## config.mk

```make
export PLATFORM = sky130hd
export DESIGN_NAME = cam_host_bus_interface
export DESIGN_NICKNAME = d
export VERILOG_FILES = /design/src/inc/cam_host_pkg.sv /design/src/cam_host_bus_interface.sv
export SDC_FILE = /design/constraint.sdc
export NUM_CORES = 1
export LEC_CHECK = 0
export ABC_AREA = 1
export BUFFER_PORTS_ARGS = -buffer_cell sky130_fd_sc_hd__buf_2
export CAP_MARGIN = 20
export CELL_PAD_IN_SITES_DETAIL_PLACEMENT = 1
export CELL_PAD_IN_SITES_GLOBAL_PLACEMENT = 2
export CORE_ASPECT_RATIO = 1.25
export CORE_MARGIN = 2
export CORE_UTILIZATION = 29
export CTS_CLUSTER_DIAMETER = 80
export DETAILED_ROUTE_END_ITERATION = 8
export PLACE_DENSITY_LB_ADDON = 0.25
export SLEW_MARGIN = 15
export SYNTH_ARGS = -nofsm -noshare
export SYNTH_HDL_FRONTEND = slang
export SYNTH_SLANG_ARGS = --single-unit
```

## constraint.sdc

```tcl
create_clock -name clk_sys -period 1.6 [get_ports clk_sys]
set_clock_uncertainty 0.15 [all_clocks]
set_input_delay 0.32 -clock clk_sys [delete_from_list [all_inputs] [get_ports clk_sys]]
set_output_delay 0.32 -clock clk_sys [all_outputs]
set_load 0.02 [all_outputs]
```

## src/inc/cam_host_pkg.sv

```systemverilog
// Package: widths, field positions, timing counts and carrier types of the host port
package cam_host_pkg;
  localparam int ADDR_W = 13;
  localparam int WORD_W = 64;
  localparam int INDEX_W = 13;
  localparam int MASK_W = 64;
  localparam int REG_ADDR_W = 8; // Low address bits decoded in register space
  localparam int REG_IGN_HI = 12; // Top ignored address bit in register space
  localparam int REG_IGN_LO = 8; // Lowest ignored address bit in register space
  localparam int CLK_HZ = 20000000;
  localparam int CLK_MAX_NORMAL_MHZ = 33;
  localparam int CLK_MAX_REGOUT_MHZ = 50;
  localparam int STALL_CYCLES_NS = 50; // One clock period of stall
  localparam int STALL_CYCLES = (STALL_CYCLES_NS * (CLK_HZ / 1000000)) / 1000;
  localparam logic SPACE_MEMORY = 1'b1;
  localparam logic SPACE_REGISTER = 1'b0;

  // Stall sequencer states
  typedef enum logic [0:0] {
    RUN_ST = 1'b0,
    STALL_ST = 1'b1
  } stall_state_t;

  // Host request captured on a clock edge
  typedef struct packed {
    logic write;
    logic space_mem;
    logic [ADDR_W-1:0] addr;
    logic [WORD_W-1:0] data;
  } host_req_t;

  // Result coming back from the search core
  typedef struct packed {
    logic [INDEX_W-1:0] index;
    logic multi_match;
    logic [MASK_W-1:0] mask;
  } match_res_t;
endpackage : cam_host_pkg

```

## src/cam_host_bus_interface.sv

```systemverilog
// Host-side parallel bus port of the search memory: select, strobes, stall and tri-state control
// Operation
// RQ1: The host keeps the clock at or below 33 MHz, or 50 MHz in registered-output mode.
// RQ2: A low stall input sampled on an edge stalls the port for exactly one cycle from the next edge; the code starts it two edges later.
// RQ3: While stalled every output holds the value it had just before the stall.
// RQ4: Select and match-output-enable still control the output enables during a stall.
// RQ5: The port is selected only when both chip-select inputs are active together.
// RQ6: When unselected, word bus, match index, multi-match error and cascade mask are high impedance.
// RQ7: The port takes a 13-bit address picking a memory entry or a register.
// RQ8: In register space address bits 12 down to 8 are ignored.
// RQ9: Words are 64 bits on one two-way bus shared by memory and registers.
// RQ10: While the write strobe is active the port never drives the word bus.
// RQ11: The port drives read data only while the read output enable is active.
// RQ12: Space select high targets the memory array, low the register space.
// RQ13: Match-output-enable high floats match index and error, low lets them drive.
// RQ14: The host presents address, space and write data with the write strobe on a selected edge.
`timescale 1ns/1ps
module cam_host_bus_interface (
  input wire logic clk_sys,
  input wire logic rst,
  input wire logic stall_n,
  input wire logic chip_sel_n,
  input wire logic chip_sel_b_n,
  input wire logic [cam_host_pkg::ADDR_W-1:0] addr_bus,
  input wire logic space_mem,
  input wire logic write_n,
  input wire logic read_oe_n,
  input wire logic match_out_enable_n,
  input wire logic [cam_host_pkg::WORD_W-1:0] word_bus_in,
  output logic [cam_host_pkg::WORD_W-1:0] word_bus_out,
  output logic word_bus_oe_n,
  output logic [cam_host_pkg::INDEX_W-1:0] match_index,
  output logic match_index_oe_n,
  output logic multi_match_err_out,
  output logic multi_match_err_oe_n,
  input wire logic [cam_host_pkg::MASK_W-1:0] cascade_mask_in,
  output logic [cam_host_pkg::MASK_W-1:0] cascade_mask_out,
  output logic cascade_mask_oe_n,
  input wire logic cascade_drive,
  output logic req_valid,
  output cam_host_pkg::host_req_t req,
  output logic stalled,
  input wire logic [cam_host_pkg::WORD_W-1:0] read_word,
  input cam_host_pkg::match_res_t match_res,
  output logic [cam_host_pkg::MASK_W-1:0] cascade_mask_seen
);
  import cam_host_pkg::*;

  // ------------------------------------------------------------
  // Input synchronisers
  // ------------------------------------------------------------
  logic [ADDR_W+WORD_W+MASK_W+7:0] sync1_reg;
  logic [ADDR_W+WORD_W+MASK_W+7:0] sync2_reg;
  wire [ADDR_W+WORD_W+MASK_W+7:0] pins_raw = {stall_n, chip_sel_n, chip_sel_b_n, space_mem,
    write_n, read_oe_n, match_out_enable_n, cascade_drive, addr_bus, word_bus_in, cascade_mask_in};

  // Two flops per pin before any logic looks at it
  always_ff @(posedge clk_sys) begin
    if (rst) begin
      sync1_reg <= '1;
      sync2_reg <= '1;
    end else begin
      sync1_reg <= pins_raw;
      sync2_reg <= sync1_reg;
    end
  end

  // ------------------------------------------------------------
  // Decoded pin levels
  // ------------------------------------------------------------
  wire s_stall_n = sync2_reg[ADDR_W+WORD_W+MASK_W+7];
  wire s_cs_n = sync2_reg[ADDR_W+WORD_W+MASK_W+6];
  wire s_cs_b_n = sync2_reg[ADDR_W+WORD_W+MASK_W+5];
  wire s_space = sync2_reg[ADDR_W+WORD_W+MASK_W+4];
  wire s_we_n = sync2_reg[ADDR_W+WORD_W+MASK_W+3];
  wire s_oe_n = sync2_reg[ADDR_W+WORD_W+MASK_W+2];
  wire s_moe_n = sync2_reg[ADDR_W+WORD_W+MASK_W+1];
  wire s_casc = sync2_reg[ADDR_W+WORD_W+MASK_W];
  wire [ADDR_W-1:0] s_addr = sync2_reg[ADDR_W+WORD_W+MASK_W-1:WORD_W+MASK_W];
  wire [WORD_W-1:0] s_data = sync2_reg[WORD_W+MASK_W-1:MASK_W];
  wire [MASK_W-1:0] s_mask = sync2_reg[MASK_W-1:0];

  wire selected = !s_cs_n && !s_cs_b_n; // [RQ5]
  wire stall_req = !s_stall_n; // [RQ2]
  wire mem_space = (s_space == SPACE_MEMORY); // [RQ12]
  // Register space keeps only the low address bits [RQ8]
  wire [ADDR_W-1:0] eff_addr = mem_space ? s_addr :
    {{(REG_IGN_HI-REG_IGN_LO+1){1'b0}}, s_addr[REG_ADDR_W-1:0]}; // [RQ7]

  // ------------------------------------------------------------
  // Stall sequencer
  // ------------------------------------------------------------
  stall_state_t state_reg;
  stall_state_t state_next;
  wire in_stall = (state_reg == STALL_ST);

  // One stall cycle after a sampled request, then back to running
  always_comb begin
    case (state_reg)
      RUN_ST: state_next = stall_req ? STALL_ST : RUN_ST; // [RQ2]
      STALL_ST: state_next = RUN_ST; // [RQ2]
      default: state_next = RUN_ST;
    endcase
  end

  always_ff @(posedge clk_sys) begin
    if (rst) begin
      state_reg <= RUN_ST;
    end else begin
      state_reg <= state_next;
    end
  end

  // ------------------------------------------------------------
  // Request capture toward the core
  // ------------------------------------------------------------
  host_req_t req_next;
  wire take_req = selected && !in_stall && (!s_we_n || !s_oe_n);

  always_comb begin
    req_next.write = !s_we_n; // [RQ14]
    req_next.space_mem = mem_space; // [RQ12]
    req_next.addr = eff_addr; // [RQ7] [RQ8]
    req_next.data = s_data; // [RQ9]
  end

  // Request held through a stall, pulsed valid otherwise
  always_ff @(posedge clk_sys) begin
    if (rst) begin
      req <= '0;
      req_valid <= 1'b0;
      stalled <= 1'b0;
    end else begin
      req_valid <= take_req;
      stalled <= in_stall;
      if (take_req) begin
        req <= req_next;
      end
    end
  end

  // ------------------------------------------------------------
  // Output values, frozen during a stall
  // ------------------------------------------------------------
  always_ff @(posedge clk_sys) begin
    if (rst) begin
      word_bus_out <= '0;
      match_index <= '0;
      multi_match_err_out <= 1'b0;
      cascade_mask_out <= '0;
      cascade_mask_seen <= '0;
    end else if (!in_stall) begin // [RQ3]
      word_bus_out <= read_word; // [RQ9]
      match_index <= match_res.index;
      multi_match_err_out <= 1'b0; // Open drain only pulls low
      cascade_mask_out <= match_res.mask;
      cascade_mask_seen <= s_mask;
    end
  end

  // ------------------------------------------------------------
  // Output enables, live even during a stall
  // ------------------------------------------------------------
  wire word_drive = selected && !s_oe_n && s_we_n; // [RQ10] [RQ11] [RQ6] [RQ4]
  wire match_drive = selected && !s_moe_n; // [RQ13] [RQ6] [RQ4]
  wire err_drive = match_drive && match_res.multi_match; // [RQ13]
  wire casc_drive = selected && s_casc; // [RQ6] [RQ4]

  always_ff @(posedge clk_sys) begin
    if (rst) begin
      word_bus_oe_n <= 1'b1;
      match_index_oe_n <= 1'b1;
      multi_match_err_oe_n <= 1'b1;
      cascade_mask_oe_n <= 1'b1;
    end else begin
      word_bus_oe_n <= !word_drive;
      match_index_oe_n <= !match_drive;
      multi_match_err_oe_n <= !err_drive;
      cascade_mask_oe_n <= !casc_drive;
    end
  end
endmodule : cam_host_bus_interface

```

---- Word-level counts from Yosys, hierarchy flattened ----
Cells that the tools add are included.
cells by class
  mux-type cells .......................... 3
  bitwise gates (word level) .............. 1
  reduce and logical (&&, ||, !) cells .... 19
operators by type and width
  cell                                number
  13-bit 2-to-1 mux                   1
  1-bit logical NOT                   10
  1-bit logical AND                   8
  1-bit case mux with 2 select lines  1
  1-bit logical OR                    1
  1-bit 2-to-1 mux                    1
  1-bit NOT                           1
word-level totals
  register bits ........................... 589
  bits of input ports ..................... 293
  output and inout bits ................... 291
  logic and storage cells ................. 40

---- Logic depth before layout (Yosys ltp) ----
  word-level depth ........................ 5
  depth in mapped cells ................... 8
  depth with buffers taken out ............ 5

---- Worst setup path after synthesis ----
Ideal clock, no wire load.
  kind .................................... input to register
  start ................................... input port rst
  end ..................................... register sync1_reg[0]
  setup time .............................. 0.123 ns
  arrival ................................. 1.053 ns
  required time ........................... 1.327 ns
  setup slack ............................. 0.274 ns
  stages .................................. 4
  path buffers ............................ 3
  cell sequence ........................... buf_2 > buf_2 > clkbuf_1 > or2_2
RTL lines
  what                  line                          text
  start, declared       cam_host_bus_interface.sv:20  input wire logic rst,
  end signal, assigned  cam_host_bus_interface.sv:63  sync1_reg <= pins_raw;
  end, declared         cam_host_bus_interface.sv:52  logic [ADDR_W+WORD_W+MASK_W+7:0] sync1_reg;
No word-level cell between the ends.

---- Final worst setup path ----
  start ................................... register cascade_mask_out[25] (netlist name)
  end ..................................... output port cascade_mask_out[25] (netlist name)
RTL lines
  what                    line                           text
  start, declared         cam_host_bus_interface.sv:37   output logic [cam_host_pkg::MASK_W-1:0] cascade_mask_out,
  start signal, assigned  cam_host_bus_interface.sv:156  cascade_mask_out <= match_res.mask;
No word-level cell between the ends.

==> summary.md <==
| Metric | Value |
|---|---|
| Die height | `around 290 um` |
| TritonCTS Buffers | `60` |
| Layout cells sized above 1 | `45.2%` |
| Synthesized area | `~19000 um^2` |
| Area Overhead vs Synth | `59.0%` |
| Largest net degree at the start of global routing | `between 100 and 150` |
| Vias in the first global route | `roughly 17000` |
| Pins over their slew limit | `0` |
| Pwr Density | `1140 nW/um^2` |
| Final worst path period share | `99.1%` |
| Final Hold Slack | `roughly 240 ps` |
| Post-Place Setup Slack | `121 ps` |
| Logic pwr share | `around 10%` |
| Dpl hpwl | `~42000 um` |
| Aggregate routed wire length | `~64000 um` |
| First-pass GRT wire length | `95600 um` |
| DIE AREA | `66300 um^2` |
| Seq cells post-synth | `589` |
| DRT Pass-1 Iters | `4` |
| Worst-path cell chain | `buf_6` |
| Antenna viol nets, final | `0` |
| GPL Wtd Cong | `just over 0.9` |
| Gr usage total | `between 10% and 20%` |
| Clk pin slew, worst setup/hold paths | `around 60 ps` |
| Crit-path leading delay family | `flip-flops` |
| CTS root buf | `clkbuf_16` |
| HP Class | `reg2reg` |
| CTS sink count | `approximately 600` |
| GR Layer Usage met3 | `5.21%` |
| Syn Area/Cell | `9.06 um^2` |
| Max-Cap Viols | `0` |
| Initial antenna violation count | `6` |
| Most frequent cells in the layout | `nand2_1 (565), dfxtp_1 (311), or2_2 (298)` |
| Required time worst endpoint | `1130 ps` |
| Unique masters post-synth | `20` |
| Synthesized Nets | `around 2300` |
| Met1 usage | `19.5%` |
| GR peak layer | `met2` |
| Yosys top cell area share | `between 60 and 70%` |
| Final setup vio count | `0` |
| Pleak | `~14 nW` |
| Critical Path AT | `1120 ps` |
| Endpoints failing hold | `0` |
| Via count | `16300` |
| Sequential element share of the synthesized area | `between 60 and 70%` |
| Layout net count | `3211` |
| Crit path time final | `between 1500 and 2000 ps` |
| Layout filler cell count | `about 7200` |
| Sequential share of power | `46.9%` |
| CTS tree | `done` |
| Kind of end point of the critical path | `output pin` |
| Max H-tree Level | `2` |
| Slowest stage delay, CP | `380 ps` |
| Global route overflow | `0` |
| Buffer and inverter count on the worst path | `1` |
| DR WL/cell | `~17 um` |
| I/O pins | `around 580` |
| Most common cell after layout, fill and taps aside | `nand2_1` |
| Number of port buffers | `between 500 and 600` |
| CP max stage cell | `dfxtp_4` |
| Residual DRC | `0` |
| Yosys Warn Count | `0` |
| Status | `finished clean` |
| Crit-path max FO | `2` |
| Clock power frac | `a little over two fifths` |
| Worst-Skew Late Latency | `a little over 600 ps` |
| Peak supply drop | `a little under 0.9 mV` |
| M2 GR Usage | `33.2%` |
| Post-DP Area | `~22000 um^2` |
| Setup CP Type | `reg2out` |
| Initial DRC count | `494` |
| Post-synth top area cell | `dfxtp_1` |
| Post-route cell area | `29600 um^2` |
| Die W | `231 um` |
| PnR worst setup slack | `14.2 ps` |
| Placeable Area | `roughly 63000 um^2` |
| Initial core utilization | `slightly below 30%` |
| RSZ-0062 raised after global routing | `true` |
| CP Launch Type | `flip-flop` |
| Mapped Cells | `between 2000 and 2500` |
| Synth top area cells | `dfxtp_1 (63%), nand2_1 (11%), or2_2 (10%)` |
| TNS Setup | `0 ps` |
| Sw power | `between 7 and 8 mW` |
| FMAX | `approximately 0.63 GHz` |
| Sw frac | `about 23%` |
| Pint | `between 20 and 30 mW` |
| Max Root-Sink Buffers | `3` |
| FP Rows | `103` |
| Vias per std cell | `approximately 4.3` |
[cells in the mapped netlist]
| cell | instances |
|---|---|
| a21oi_1 | 195 |
| a21oi_2 | 10 |
| buf_2 | 47 |
| buf_4 | 4 |
| buf_6 | 20 |
| buf_8 | 1 |
| clkbuf_1 | 57 |
| conb_1 | 1 |
| dfxtp_1 | 589 |
| inv_1 | 90 |
| inv_2 | 1 |
| nand2_1 | 565 |
| nand2_2 | 10 |
| nand3_1 | 3 |
| nand3_2 | 1 |
| nand4_1 | 5 |
| nor2_1 | 156 |
| nor2_4 | 1 |
| nor3_1 | 1 |
| or2_2 | 298 |
[layout make-up]
| class | count | area [um^2] | share of cell area [%] |
|---|---|---|---|
| Antenna cell | 6 | 15.0 | 0.0507 |
| Clock buffer | 87 | 1810 | 6.13 |
| Clock inverter | 20 | 241 | 0.815 |
| Inverter | 91 | 347 | 1.17 |
| Multi-Input combinational cell | 1246 | 5780 | 19.5 |
| Sequential cell | 589 | 12200 | 41.1 |
| Tap cell | 840 | 1050 | 3.55 |
| Timing Repair Buffer | 930 | 8210 | 27.7 |
[worst paths after layout]
kind	startpoint	end	slack (ps)	cells past startpoint
worst max register to register	in_stall$_SDFF_PP0_	word_bus_out[25]$_SDFFE_PP0N_	100	5
worst min-delay path	sync2_reg[141]$_SDFF_PP1_	cascade_mask_oe_n$_SDFF_PP1_	240	1
worst max-delay path	cascade_mask_out[25]$_SDFFE_PP0N_	cascade_mask_out[25]	10	1
worst min register to register	sync2_reg[141]$_SDFF_PP1_	cascade_mask_oe_n$_SDFF_PP1_	240	1
[power by group through the flow]
stage / logic [mW] / registers [mW] / clock network, mW
after floorplan: 0.842 / 16.3 / 0
final: 3.36 / 15.8 / 14.5
after global routing: 3.62 / 15.8 / 15.5
after detailed placement: 2.35 / 15.9 / 0
after global placement: 2.30 / 15.9 / 0
after CTS: 3.33 / 15.7 / 15.0
[what timing repair did]
action / in CTS / in global routing
buffers inserted: 3 / 10
setup endpoints to repair: 286 / 95
gates resized for setup: 769 / 76
endpoints found under the hold margin: 302 / 0
hold buffers: 292 / 0
[layer usage]
metal / share of wire [%] / vias to the layer above
li1: - / 7978
met2: 51 / 429
met5: 0.020 / -
met1: 38 / 7699
met4: 4.7 / 2
met3: 6.2 / 160
[kinds of logic (layout without fill, tap and decap cells)]
| kind of cell | Yosys count | count (layout) | share of synthesized area (%) |
|---|---|---|---|
| simple gates | 1040 | 1040 | 25.3 |
| flops | 589 | 589 | 63.3 |
| buf+inv | 220 | 1128 | 5.70 |
| compound gates | 205 | 205 | 5.71 |
| other cells | 1 | 7 | 0.0201 |
[per-stage QoR]
step           util [%]  total power, mW  std cells
2_1_floorplan         -             17.2       2055
3_5_place_dp       35.4             18.3       3391
6_report           46.7             33.7       3809
4_1_cts            46.3             34.0       3793
5_1_grt            46.7             35.0       3807
3_3_place_gp       35.4             18.2       3391
No activity file was read; power rests on OpenSTA's default activity.
